**src/pll_div_cfg.svh**
```systemverilog
// constants of the pll prescaler and system clock dividers
//
// What this block does
// [RQ1] prescaler ratio in bits 4:0 divides by value plus one, resets to zero
// [RQ2] prescaler register bit 15 enables the prescaler, resets to one
// [RQ3] divider register bits 14:5 read zero, writes to them are ignored
// [RQ4] system clock one comes from its own divider on bypass and pll paths
// [RQ5] first divider register bit 15 enables that divider, resets to one
// [RQ6] first divider codes 00000, 00001, 00011 give divide 1, 2, 4; resets 00011
// [RQ7] software never writes code 00010 or 00100 upward to the first divider
// [RQ8] system clock two comes from its own divider on bypass and pll paths
// [RQ9] second divider register bit 15 enables that divider, resets to one
// [RQ10] second divider codes 00000, 00001, 00011 give divide 1, 2, 4; resets 00011
// [RQ11] software never writes code 00010 or 00100 upward to the second divider
// [RQ12] path select clear divides the reference, set divides the pll output
// [RQ13] locked pll output follows multiplier and prescaled reference clock
// [RQ14] disabled divider holds output low; ratio changes only at period boundary
`ifndef PLL_DIV_CFG_SVH
`define PLL_DIV_CFG_SVH

// register offsets
`define PRESCALER_CTRL_OFS 16'h1c8a
`define SYSCLK_ONE_CTRL_OFS 16'h1c8c
`define SYSCLK_TWO_CTRL_OFS 16'h1c8e
`define DIVIDER_STATUS_OFS 16'h1c94
`define PLL_PATH_CTRL_OFS 16'h1c96

// field positions
`define DIV_ENABLE_BIT 15
`define DIV_RATIO_MSB 4
`define PATH_SELECT_BIT 0
`define MULT_MSB 12
`define MULT_LSB 8
`define STAT_LOCKED_BIT 15
`define STAT_PATH_BIT 14

// reset values
`define PRESCALER_RATIO_RST 5'h00
`define SYSCLK_RATIO_RST 5'h03
`define DIV_ENABLE_RST 1'b1
`define PATH_SELECT_RST 1'b0
`define MULT_RST 5'h00

// ratio codes of the system clock dividers
`define SYSCLK_CODE_DIV1 5'h00
`define SYSCLK_CODE_DIV2 5'h01
`define SYSCLK_CODE_DIV4 5'h03

`endif

```
**src/pll_div_pkg.sv**
```systemverilog
// types and ratio decoding shared by the divider modules
package pll_div_pkg;
   typedef logic [4:0] ratio_t;
   typedef logic [15:0] word_t;

   // prescaler: count limit is the code itself, period is code plus one
   function automatic ratio_t prescaler_limit(input ratio_t code);
      return code;
   endfunction : prescaler_limit

   // system dividers: reserved codes fall back to divide by four
   function automatic ratio_t sysclk_limit(input ratio_t code);
      ratio_t lim;
      lim = 5'h03;
      if (code == 5'h00)
      begin
         lim = 5'h00;
      end
      else if (code == 5'h01)
      begin
         lim = 5'h01;
      end
      return lim;
   endfunction : sysclk_limit
endpackage : pll_div_pkg

```
**src/div_ctrl_if.sv**
```systemverilog
// control and output signals between the top and one divider
`timescale 1ns/1ns
interface div_ctrl_if;
   logic enable;
   pll_div_pkg::ratio_t limit;
   logic src_tick;
   logic out_tick;
   pll_div_pkg::ratio_t active_limit;

   modport ctrl
   (
      output enable,
      output limit,
      output src_tick,
      input out_tick,
      input active_limit
   );
   modport div
   (
      input enable,
      input limit,
      input src_tick,
      output out_tick,
      output active_limit
   );
endinterface : div_ctrl_if

```
**src/tick_divider.sv**
```systemverilog
// one programmable divider of a tick stream
`timescale 1ns/1ns
module tick_divider
(
   input wire logic clock,
   input wire logic rst_n,
   input wire logic clk_en,
   div_ctrl_if.div dv
);
   import pll_div_pkg::*;

   ratio_t cnt_q;
   ratio_t lim_q;
   logic out_q;
   // a period that has not counted yet takes the newest limit, so the first
   // period after reset or enable already has the programmed length
   wire fresh = (cnt_q == 5'h00);
   wire [4:0] cur_lim = fresh ? dv.limit : lim_q;
   wire hit = (cnt_q == cur_lim);
   wire step = dv.src_tick && dv.enable;

   // count source ticks; a new limit is taken only on wrap or while stopped
   always_ff @(posedge clock or negedge rst_n)
   begin
      if (!rst_n)
      begin
         cnt_q <= 5'h00;
         lim_q <= 5'h00;
         out_q <= 1'b0;
      end
      else if (clk_en)
      begin
         out_q <= step && hit; // [RQ14]
         if (!dv.enable)
         begin
            cnt_q <= 5'h00; // [RQ14]
            lim_q <= dv.limit;
         end
         else if (step && hit)
         begin
            cnt_q <= 5'h00;
            lim_q <= cur_lim; // [RQ14]
         end
         else if (step)
         begin
            cnt_q <= cnt_q + 5'h01;
            lim_q <= cur_lim; // [RQ14]
         end
      end
   end

   assign dv.out_tick = out_q;
   assign dv.active_limit = lim_q;
endmodule : tick_divider

```
**src/pll_clock_dividers.sv**
```systemverilog
// prescaler and system clock one and two dividers with their registers
//
// Implementation choice: the address-and-strobe port.
`timescale 1ns/1ns
`include "pll_div_cfg.svh"
module pll_clock_dividers
(
   input wire logic clock,
   input wire logic rst_n,
   input wire logic clk_en,
   input wire logic [15:0] reg_addr,
   input wire pll_div_pkg::word_t reg_wdata,
   input wire logic reg_wr,
   input wire logic reg_rd,
   output pll_div_pkg::word_t reg_rdata,
   input wire logic ref_clk_tick,
   input wire logic pll_out_tick,
   input wire logic pll_locked,
   output logic prescaler_clock,
   output pll_div_pkg::ratio_t pll_multiplier,
   output logic pll_path_select,
   output logic system_clock_one,
   output logic system_clock_two
);
   import pll_div_pkg::*;

   // register state
   logic prescaler_enable_q;
   ratio_t prescaler_ratio_q;
   logic sysclk_one_div_enable_q;
   ratio_t sysclk_one_div_ratio_q;
   logic sysclk_two_div_enable_q;
   ratio_t sysclk_two_div_ratio_q;
   logic path_select_q;
   ratio_t multiplier_q;
   word_t rdata_q;
   word_t rdata_d;

   // address decode, one wire per register
   wire hit_pre = (reg_addr == `PRESCALER_CTRL_OFS);
   wire hit_one = (reg_addr == `SYSCLK_ONE_CTRL_OFS);
   wire hit_two = (reg_addr == `SYSCLK_TWO_CTRL_OFS);
   wire hit_stat = (reg_addr == `DIVIDER_STATUS_OFS);
   wire hit_path = (reg_addr == `PLL_PATH_CTRL_OFS);

   // write strobes per register
   wire wr_pre = reg_wr && hit_pre;
   wire wr_one = reg_wr && hit_one;
   wire wr_two = reg_wr && hit_two;
   wire wr_path = reg_wr && hit_path;

   // only the enable, ratio, path select and multiplier fields of a write are kept
   wire wr_enable = reg_wdata[`DIV_ENABLE_BIT]; // [RQ3]
   wire [4:0] wr_ratio = reg_wdata[`DIV_RATIO_MSB:0]; // [RQ3]
   wire wr_path_sel = reg_wdata[`PATH_SELECT_BIT];
   wire [4:0] wr_mult = reg_wdata[`MULT_MSB:`MULT_LSB];

   // prescaler register
   always_ff @(posedge clock or negedge rst_n)
   begin
      if (!rst_n)
      begin
         prescaler_enable_q <= `DIV_ENABLE_RST; // [RQ2]
         prescaler_ratio_q <= `PRESCALER_RATIO_RST; // [RQ1]
      end
      else if (clk_en && wr_pre)
      begin
         prescaler_enable_q <= wr_enable; // [RQ2]
         prescaler_ratio_q <= wr_ratio; // [RQ1]
      end
   end

   // first system clock divider register
   always_ff @(posedge clock or negedge rst_n)
   begin
      if (!rst_n)
      begin
         sysclk_one_div_enable_q <= `DIV_ENABLE_RST; // [RQ5]
         sysclk_one_div_ratio_q <= `SYSCLK_RATIO_RST; // [RQ6]
      end
      else if (clk_en && wr_one)
      begin
         sysclk_one_div_enable_q <= wr_enable; // [RQ5]
         sysclk_one_div_ratio_q <= wr_ratio; // [RQ6]
      end
   end

   // second system clock divider register
   always_ff @(posedge clock or negedge rst_n)
   begin
      if (!rst_n)
      begin
         sysclk_two_div_enable_q <= `DIV_ENABLE_RST; // [RQ9]
         sysclk_two_div_ratio_q <= `SYSCLK_RATIO_RST; // [RQ10]
      end
      else if (clk_en && wr_two)
      begin
         sysclk_two_div_enable_q <= wr_enable; // [RQ9]
         sysclk_two_div_ratio_q <= wr_ratio; // [RQ10]
      end
   end

   // path select and multiplier setting handed to the pll
   always_ff @(posedge clock or negedge rst_n)
   begin
      if (!rst_n)
      begin
         path_select_q <= `PATH_SELECT_RST;
         multiplier_q <= `MULT_RST;
      end
      else if (clk_en && wr_path)
      begin
         path_select_q <= wr_path_sel; // [RQ12]
         multiplier_q <= wr_mult; // [RQ13]
      end
   end

   // read-back words; reserved bits 14:5 are tied to zero
   wire [9:0] rsvd_zero = 10'h000; // [RQ3]
   wire [15:0] pre_word = {prescaler_enable_q, rsvd_zero, prescaler_ratio_q};
   wire [15:0] one_word = {sysclk_one_div_enable_q, rsvd_zero, sysclk_one_div_ratio_q};
   wire [15:0] two_word = {sysclk_two_div_enable_q, rsvd_zero, sysclk_two_div_ratio_q};
   wire [15:0] path_word = {3'h0, multiplier_q, 7'h00, path_select_q};

   // the dividers, each fed by its own interface
   div_ctrl_if pre_if ();
   div_ctrl_if one_if ();
   div_ctrl_if two_if ();

   // status shows the lock input, the path and the limits now in effect in both system dividers
   wire [15:0] stat_word = {pll_locked, path_select_q, 4'h0,
                            two_if.active_limit, one_if.active_limit};

   // read multiplexer; unmapped offsets read as zero
   always_comb
   begin
      rdata_d = 16'h0000;
      if (hit_pre)
      begin
         rdata_d = pre_word;
      end
      else if (hit_one)
      begin
         rdata_d = one_word;
      end
      else if (hit_two)
      begin
         rdata_d = two_word;
      end
      else if (hit_stat)
      begin
         rdata_d = stat_word;
      end
      else if (hit_path)
      begin
         rdata_d = path_word;
      end
   end

   // read data stands only in the cycle after the strobe
   always_ff @(posedge clock or negedge rst_n)
   begin
      if (!rst_n)
      begin
         rdata_q <= 16'h0000;
      end
      else if (clk_en)
      begin
         rdata_q <= reg_rd ? rdata_d : 16'h0000;
      end
   end

   // prescaler works on the raw reference ticks
   assign pre_if.enable = prescaler_enable_q; // [RQ2]
   assign pre_if.limit = prescaler_limit(prescaler_ratio_q); // [RQ1]
   assign pre_if.src_tick = ref_clk_tick;

   // both system dividers take the same selected source, each with its own counter, enable and ratio
   wire sys_src_tick = path_select_q ? pll_out_tick : ref_clk_tick; // [RQ12]

   assign one_if.enable = sysclk_one_div_enable_q; // [RQ5]
   assign one_if.limit = sysclk_limit(sysclk_one_div_ratio_q); // [RQ6]
   assign one_if.src_tick = sys_src_tick; // [RQ4]

   assign two_if.enable = sysclk_two_div_enable_q; // [RQ9]
   assign two_if.limit = sysclk_limit(sysclk_two_div_ratio_q); // [RQ10]
   assign two_if.src_tick = sys_src_tick; // [RQ8]

   tick_divider u_prescaler
   (
      .clock(clock),
      .rst_n(rst_n),
      .clk_en(clk_en),
      .dv(pre_if.div)
   );

   tick_divider u_first_output_divider
   (
      .clock(clock),
      .rst_n(rst_n),
      .clk_en(clk_en),
      .dv(one_if.div)
   );

   tick_divider u_second_output_divider
   (
      .clock(clock),
      .rst_n(rst_n),
      .clk_en(clk_en),
      .dv(two_if.div)
   );

   // outputs; the prescaled reference and multiplier set the pll rate
   assign reg_rdata = rdata_q;
   assign prescaler_clock = pre_if.out_tick; // [RQ13]
   assign pll_multiplier = multiplier_q; // [RQ13]
   assign pll_path_select = path_select_q;
   assign system_clock_one = one_if.out_tick; // [RQ4]
   assign system_clock_two = two_if.out_tick; // [RQ8]
endmodule : pll_clock_dividers

```
**config.mk**
```make
export PLATFORM = sky130hd
export DESIGN_NAME = pll_clock_dividers
export DESIGN_NICKNAME = d
export VERILOG_FILES = /design/src/pll_div_pkg.sv /design/src/div_ctrl_if.sv /design/src/tick_divider.sv /design/src/pll_clock_dividers.sv
export VERILOG_INCLUDE_DIRS = /design/src /design/src/src
export SDC_FILE = /design/constraint.sdc
export NUM_CORES = 1
export LEC_CHECK = 0
export ABC_AREA = 0
export BUFFER_PORTS_ARGS = -buffer_cell sky130_fd_sc_hd__buf_2
export CAP_MARGIN = 40
export CORE_ASPECT_RATIO = 0.9
export CORE_MARGIN = 10
export CORE_UTILIZATION = 51
export CTS_BUF_LIST = sky130_fd_sc_hd__clkbuf_16
export CTS_CLUSTER_SIZE = 12
export DETAILED_ROUTE_END_ITERATION = 8
export GPL_TIMING_DRIVEN = 0
export PLACE_DENSITY = 0.77
export SYNTH_ARGS = -nofsm -noshare
export SYNTH_HDL_FRONTEND = slang
export SYNTH_SLANG_ARGS = --single-unit
```
**constraint.sdc**
```tcl
create_clock -name clock -period 2.55 [get_ports clock]
set_input_delay 0 -clock clock [delete_from_list [all_inputs] [get_ports clock]]
set_output_delay 0 -clock clock [all_outputs]
set_load 0.02 [all_outputs]
```
Word-level counts from Yosys, hierarchy flattened:

Cells that the tools add are included.

* eq/ne operators: 13
* reduce and logical (&&, ||, !) cells: 22
* add/subtract/negate cells: 3
* muxes and demuxes: 32

Operator list (number)
* two-way mux 5 bit: 21
* == test 16 x 13 -> 1 bit (second input constant): 5
* two-way mux 16 bit: 5
* logical NOT 5 bit: 5
* adder 5 x 1 -> 5 bit (second input constant): 3
* == test 5 bit: 3
* logical AND 1 bit: 14
* two-way mux 13 bit: 1
* == test 5 x 1 -> 1 bit (second input constant): 2
* inequality test 3 x 1 -> 1 bit (second input constant): 3
* two-way mux 2 bit: 4
* AND reduction 2 bit: 3
* two-way mux 1 bit: 1

* output and inout port bits: 25
* register bits: 73
* logic and storage cells: 88

Logic depth before layout (Yosys ltp):

* depth in word-level cells: 8
* gate-level depth with buffers: 9

Hierarchy:

From an unflattened synthesis, not the netlist that was laid out.

* cell total of the unflattened synthesis: 371
* area, all modules: 4215.3 um^2

By module, submodules not included
* tick_divider: times used 3, cells each 69, seq. area each 275.3 um^2, area an instance 739.5 um^2
* pll_clock_dividers: times used 1, cells each 164, seq. area each 984.7 um^2, area an instance 1996.9 um^2

Worst setup path after synthesis:

Ideal clock, no wire load.

* path kind: register to register
* start point: register u_prescaler.cnt_q[0]
* end point: register u_prescaler.cnt_q[1]
* required time: 2.428 ns
* period minus slack after synthesis: 2.419 ns
* buffers on the path: 1
* path slack: 0.131 ns
* library setup time: 0.122 ns
* cell stages (with the launch flop): 9
* data arrival time: 2.298 ns
* cells stage by stage: dfrtp_1 inv_1 ha_1 or4b_1 buf_2 mux2i_1 a311o_2 or3_1 a32o_1

* longest elaborated chain between the ends: 6

Ends and longest elaborated chain
* from (decl): RTL line tick_divider.sv:12 `ratio_t cnt_q;`
* from (signal assigned): RTL line tick_divider.sv:46 `cnt_q <= cnt_q + 5'h01;`
* logical NOT 5 bit: RTL line tick_divider.sv:17 `wire fresh = (cnt_q == 5'h00);`
* two-way mux 5 bit: RTL line tick_divider.sv:18 `wire [4:0] cur_lim = fresh ? dv.limit : lim_q;`
* == test 5 bit: RTL line tick_divider.sv:19 `wire hit = (cnt_q == cur_lim);`
* logical AND 1 bit: RTL line tick_divider.sv:39 `else if (step && hit)`
* inequality test 3 x 1 -> 1 bit (no line) / two-way mux 5 bit (equally long branches)
* AND reduction 2 bit (no line) / two-way mux 5 bit (equally long branches)

Parallel ways exist; a longest one is shown, timed or not. The select of a mux whose other input is x is not followed.
A chain may end at the register's enable or synchronous reset.

Worst setup path after layout:

* start point: register u_prescaler.cnt_q[0]
* end point: register u_prescaler.cnt_q[2]

The elaborated chain is that of the path after synthesis.

==> Implementation_results.wiki <==
{| class="wikitable"
! Metric !! Value
|-
| Crit path cell chain || inv_2, ha_4, or4b_4, a221o_1, and3_4, o31ai_4, buf_4, o21bai_1, o2bb2ai_1
|-
| Width of the die || 110 um
|-
| Number of buffer and inverter stages on the critical path || 2
|-
| Setup slack after placement || -0.127 ns
|-
| Area of the placeable core || 7080 um2
|-
| CTS clk-pin slew, worst paths || 0.06 ns
|-
| Cell with the largest stage delay on the worst path || or4b_4
|-
| Cell taking the most area after synthesis || dfrtp_1
|-
| Category of the worst setup path capture point || register
|-
| Routability congestion estimate || 0.838
|-
| ANT nets after route || 0
|-
| Nets in the synthesized netlist || 407
|-
| Cells on worst reg2reg path || 9
|-
| Comb pwr share || 16.1%
|-
| Relative contribution of sequential cells to total power || 39.6%
|-
| Peak supply drop || 0.500 mV
|-
| Clock power share || 44.3%
|-
| Violations in the final reports || negative hold slack
|-
| Placed inst area || 4150 um2
|-
| Clock network latency to the later pin of the worst-skew pair || 0.33 ns
|-
| Global-route usage over all layers || 18.3%
|-
| Fill cell total of the finished layout || 543
|-
| HPWL after detailed placement || 7070 um
|-
| Number of violations of the max-capacitance limit || 0
|-
| Routed Wire Length || 9870 um
|-
| Largest incremental delay on the critical path || 0.51 ns
|-
| Pin count of the biggest net entering global routing || 62
|-
| Root buffer cell || clkbuf_16
|-
| Data arrival time of the critical path || 2.65 ns
|-
| Count of final max-slew check failures || 0
|-
| Detailed-routing iteration count for the pre-antenna-repair pass || 6
|-
| Flop and latch count out of synthesis || 72
|-
| Class of the worst hold path || input pin to register
|-
| Number of nets in the finished design || 494
|-
| Antenna Cells || 0
|-
| Fraction of the yosys area taken by sequential cells || 48.8%
|-
| Register-to-Register Setup Slack || 0.12 ns
|-
| Worst hold-check slack || -0.000901 ns
|-
| Yosys synthesis warning count || 0
|-
| Vias in the first global route || 3275
|-
| Number of DRC violations after detailed routing || 0
|-
| Count of distinct cell types in the synthesized netlist || 56
|-
| Share of the clock period used by the worst path after layout || 95.5%
|-
| Max Clock Skew || 0.00437 ns
|-
| Proportion of register bits with asynchronous set or reset after synthesis || 100%
|-
| Final Power || 2980 uW
|-
| Clock tree from TritonCTS || built
|-
| Maximum root-to-sink buffer count || 2
|-
| Number of clock sinks seen by CTS || 72
|-
| Via count of the routed design || 3160
|-
| Post-layout instance area || 4670 um2
|-
| Startpoint-to-endpoint class of the critical path || register to register
|-
| Die area || 11100 um2
|-
| Most numerous cell types in the synthesized netlist || 65 x dfrtp_1, 36 x inv_1, 36 x nand2_1
|-
| Worst endpoint required time || 2.76 ns
|-
| Final setup violating endpoints || 0
|-
| WHS Path Cells || 3
|-
| Worst rel slew slack || 40.5%
|-
| Dominant cells by area after synthesis || dfrtp_1 44%, mux2_2 9.7%, dfstp_2 5.0%
|-
| Worst Slack Setup Final || 0.116 ns
|-
| Switching part of the total power || 24.7%
|-
| Unrepaired setup endpoints after global routing || no
|-
| Most frequently used cell type in the post-synthesis netlist || dfrtp_1
|-
| Layout area overhead || 26.0%
|-
| R2r endpoint || u_prescaler.cnt_q[2]
|-
| Vertical die dimension || 101 um
|-
| Outcome || complete, but fails checks
|-
| Number of clock buffers inserted by TritonCTS || 9
|-
| Max Fanout on Critical Path || 6
|-
| Kind of cell adding the most delay to the critical path || compound AO/OA/AOI/OAI gates
|-
| Maximum frequency from static timing analysis || 0.411 GHz
|-
| Final core area utilization || 66.0%
|-
| Number of core rows || 29
|-
| Deepest level of the CTS H-tree || 3
|-
| Number of enable-type register cells in the synthesized netlist || 0
|-
| Number of antenna violations at the first check in global routing || 0
|-
| Setup crit start || u_prescaler.cnt_q[0]
|-
| Starting density of the core || 52.4%
|-
| Cell area after synthesis || 3710 um2
|-
| Cell depth of the worst setup path || 9
|-
| Total congestion overflow || 0
|-
| DRT iter0 DRCs || 243
|-
| Critical path destination || u_prescaler.cnt_q[2]
|-
| Final Critical Period || 2.43 ns
|-
| Routed vias/inst || 5.79
|-
| Total power divided by cell area || 638 nW/um2
|-
| Switching component of the power || 735 uW
|-
| Kind of start point of the critical path || register
|-
| Per-instance average area after synthesis || 10.3 um2
|-
| Synthesized instance count || 361
|-
| Reg-to-reg startpoint || u_prescaler.cnt_q[0]
|-
| Total internal power || 2250 uW
|-
| Main flop type after synthesis || dfrtp_1
|-
| Fraction of layout instances using a drive strength above 1 || 30.7%
|-
| Number of buffers added on ports || 58
|-
| Area share of the largest cell type after synthesis || 43.9%
|-
| Top-level port count || 65
|-
| Hold violation total from the final report || 1
|-
| Sum Neg Setup Slack || 0 ns
|-
| Actual slew at the worst max-slew pin || 0.885 ns
|-
| Wire length of the first global-routing pass || 16300 um
|-
| Pleak || 0.00219 uW
|-
| Average wire per standard cell || 18.1 um
|}
## cell families (layout without fill, tap and decap cells)
kind of cell | count (synthesis) | after routing | share of synthesized area [%]
xor+xnor | 3 | 3 | 0.709
simple gates | 118 | 118 | 17.4
compound gates | 74 | 74 | 14.1
buf+inv | 48 | 140 | 5.23
fa+ha+maj | 6 | 6 | 2.02
other cells | 1 | 1 | 0.101
mux | 39 | 39 | 11.6
flops | 72 | 72 | 48.8
## area by class of cell
type / count / area [um2] / share of cell area, %
clock inverters: 7 / 87.6 / 1.87
flip-flops and latches: 72 / 1810 / 38.8
inverters: 36 / 135 / 2.89
well taps: 93 / 116 / 2.49
multi-input cells: 241 / 1750 / 37.5
repair buffers: 78 / 493 / 10.5
clock buffers: 9 / 225 / 4.82
plain buffers: 10 / 50.0 / 1.07
## state kept, by name (all words and copies together), names as in the netlist, 5 cells and up
signal                                   flops
sysclk_two_div_ratio_q                       5
u_second_output_divider.dv.active_limit      5
u_second_output_divider.cnt_q                5
u_prescaler.dv.active_limit                  5
u_prescaler.cnt_q                            5
u_first_output_divider.cnt_q                 5
sysclk_one_div_ratio_q                       5
pll_multiplier                               5
u_first_output_divider.dv.active_limit       5
pre_if.limit                                 5
reg_rdata                                   15
## placed cells by master (no fill, tap or decap), types with 6 or more instances in the layout
cell           instances
dfrtp_1               63
buf_2                 59
inv_1                 36
nand2_1               36
mux2_2                32
o21ai_0               26
nand3_1               15
nor3_1                13
dlygate4sd3_1         13
nor2_1                10
nand2b_1               9
clkbuf_16              9
o22ai_1                8
mux2i_1                7
clkbuf_1               7
a21oi_1                7
buf_4                  7
dfstp_2                7
and2_1                 6
a222oi_1               6
## how the worst min path moves through the flow
stage	start	endpoint	slack (ns)
2_1_floorplan	rst_n	pll_multiplier[0]	-0.30
3_3_place_gp	reg_wdata[12]	pll_multiplier[4]	0.23
3_5_place_dp	rst_n	reg_rdata[10]	-0.14
4_1_cts	ref_clk_tick	u_prescaler.dv.out_tick	0.001
5_1_grt	ref_clk_tick	u_prescaler.dv.out_tick	0.01
6_report	ref_clk_tick	u_prescaler.dv.out_tick	-0.0009
## repair_timing
action,CTS,global route
pin swaps,3,3
buffers inserted,3,2
hold buffers,13,0
endpoints found under the setup margin,6,13
cloned,0,0
resized for setup,7,6
hold endpoints to repair,90,0
## metrics by stage
| stage | instances | hold WS (ns) |
|---|---|---|
| after floorplan | 361 | -0.296 |
| after global placement | 512 | 0.233 |
| after detailed placement | 514 | -0.139 |
| after CTS | 546 | 0.00139 |
| after global routing | 546 | 0.0146 |
| final | 546 | -0.000901 |
## tightest hold or removal path: stages
cell and delay (ns):
buf_2 0.13, nand3_1 0.07, o22ai_1 0.07
## per-layer routing
metal  track usage [%]  routed length, um  vias to the layer above
met3              5.05                732                       11
li1                  -                  -                     1475
met5                 0                  0                        -
met2              29.6               4720                      108
met4              6.40                 99                        0
met1              22.9               4310                     1566
## power groups by stage
stage	sequential, uW	combinational [uW]	clock (uW)
after floorplan	1210	256	0
after global placement	1210	364	0
after detailed placement	1210	385	0
after CTS	1180	463	1330
after global routing	1180	522	1390
final	1180	481	1320
No activity file was read; power rests on OpenSTA's default activity.
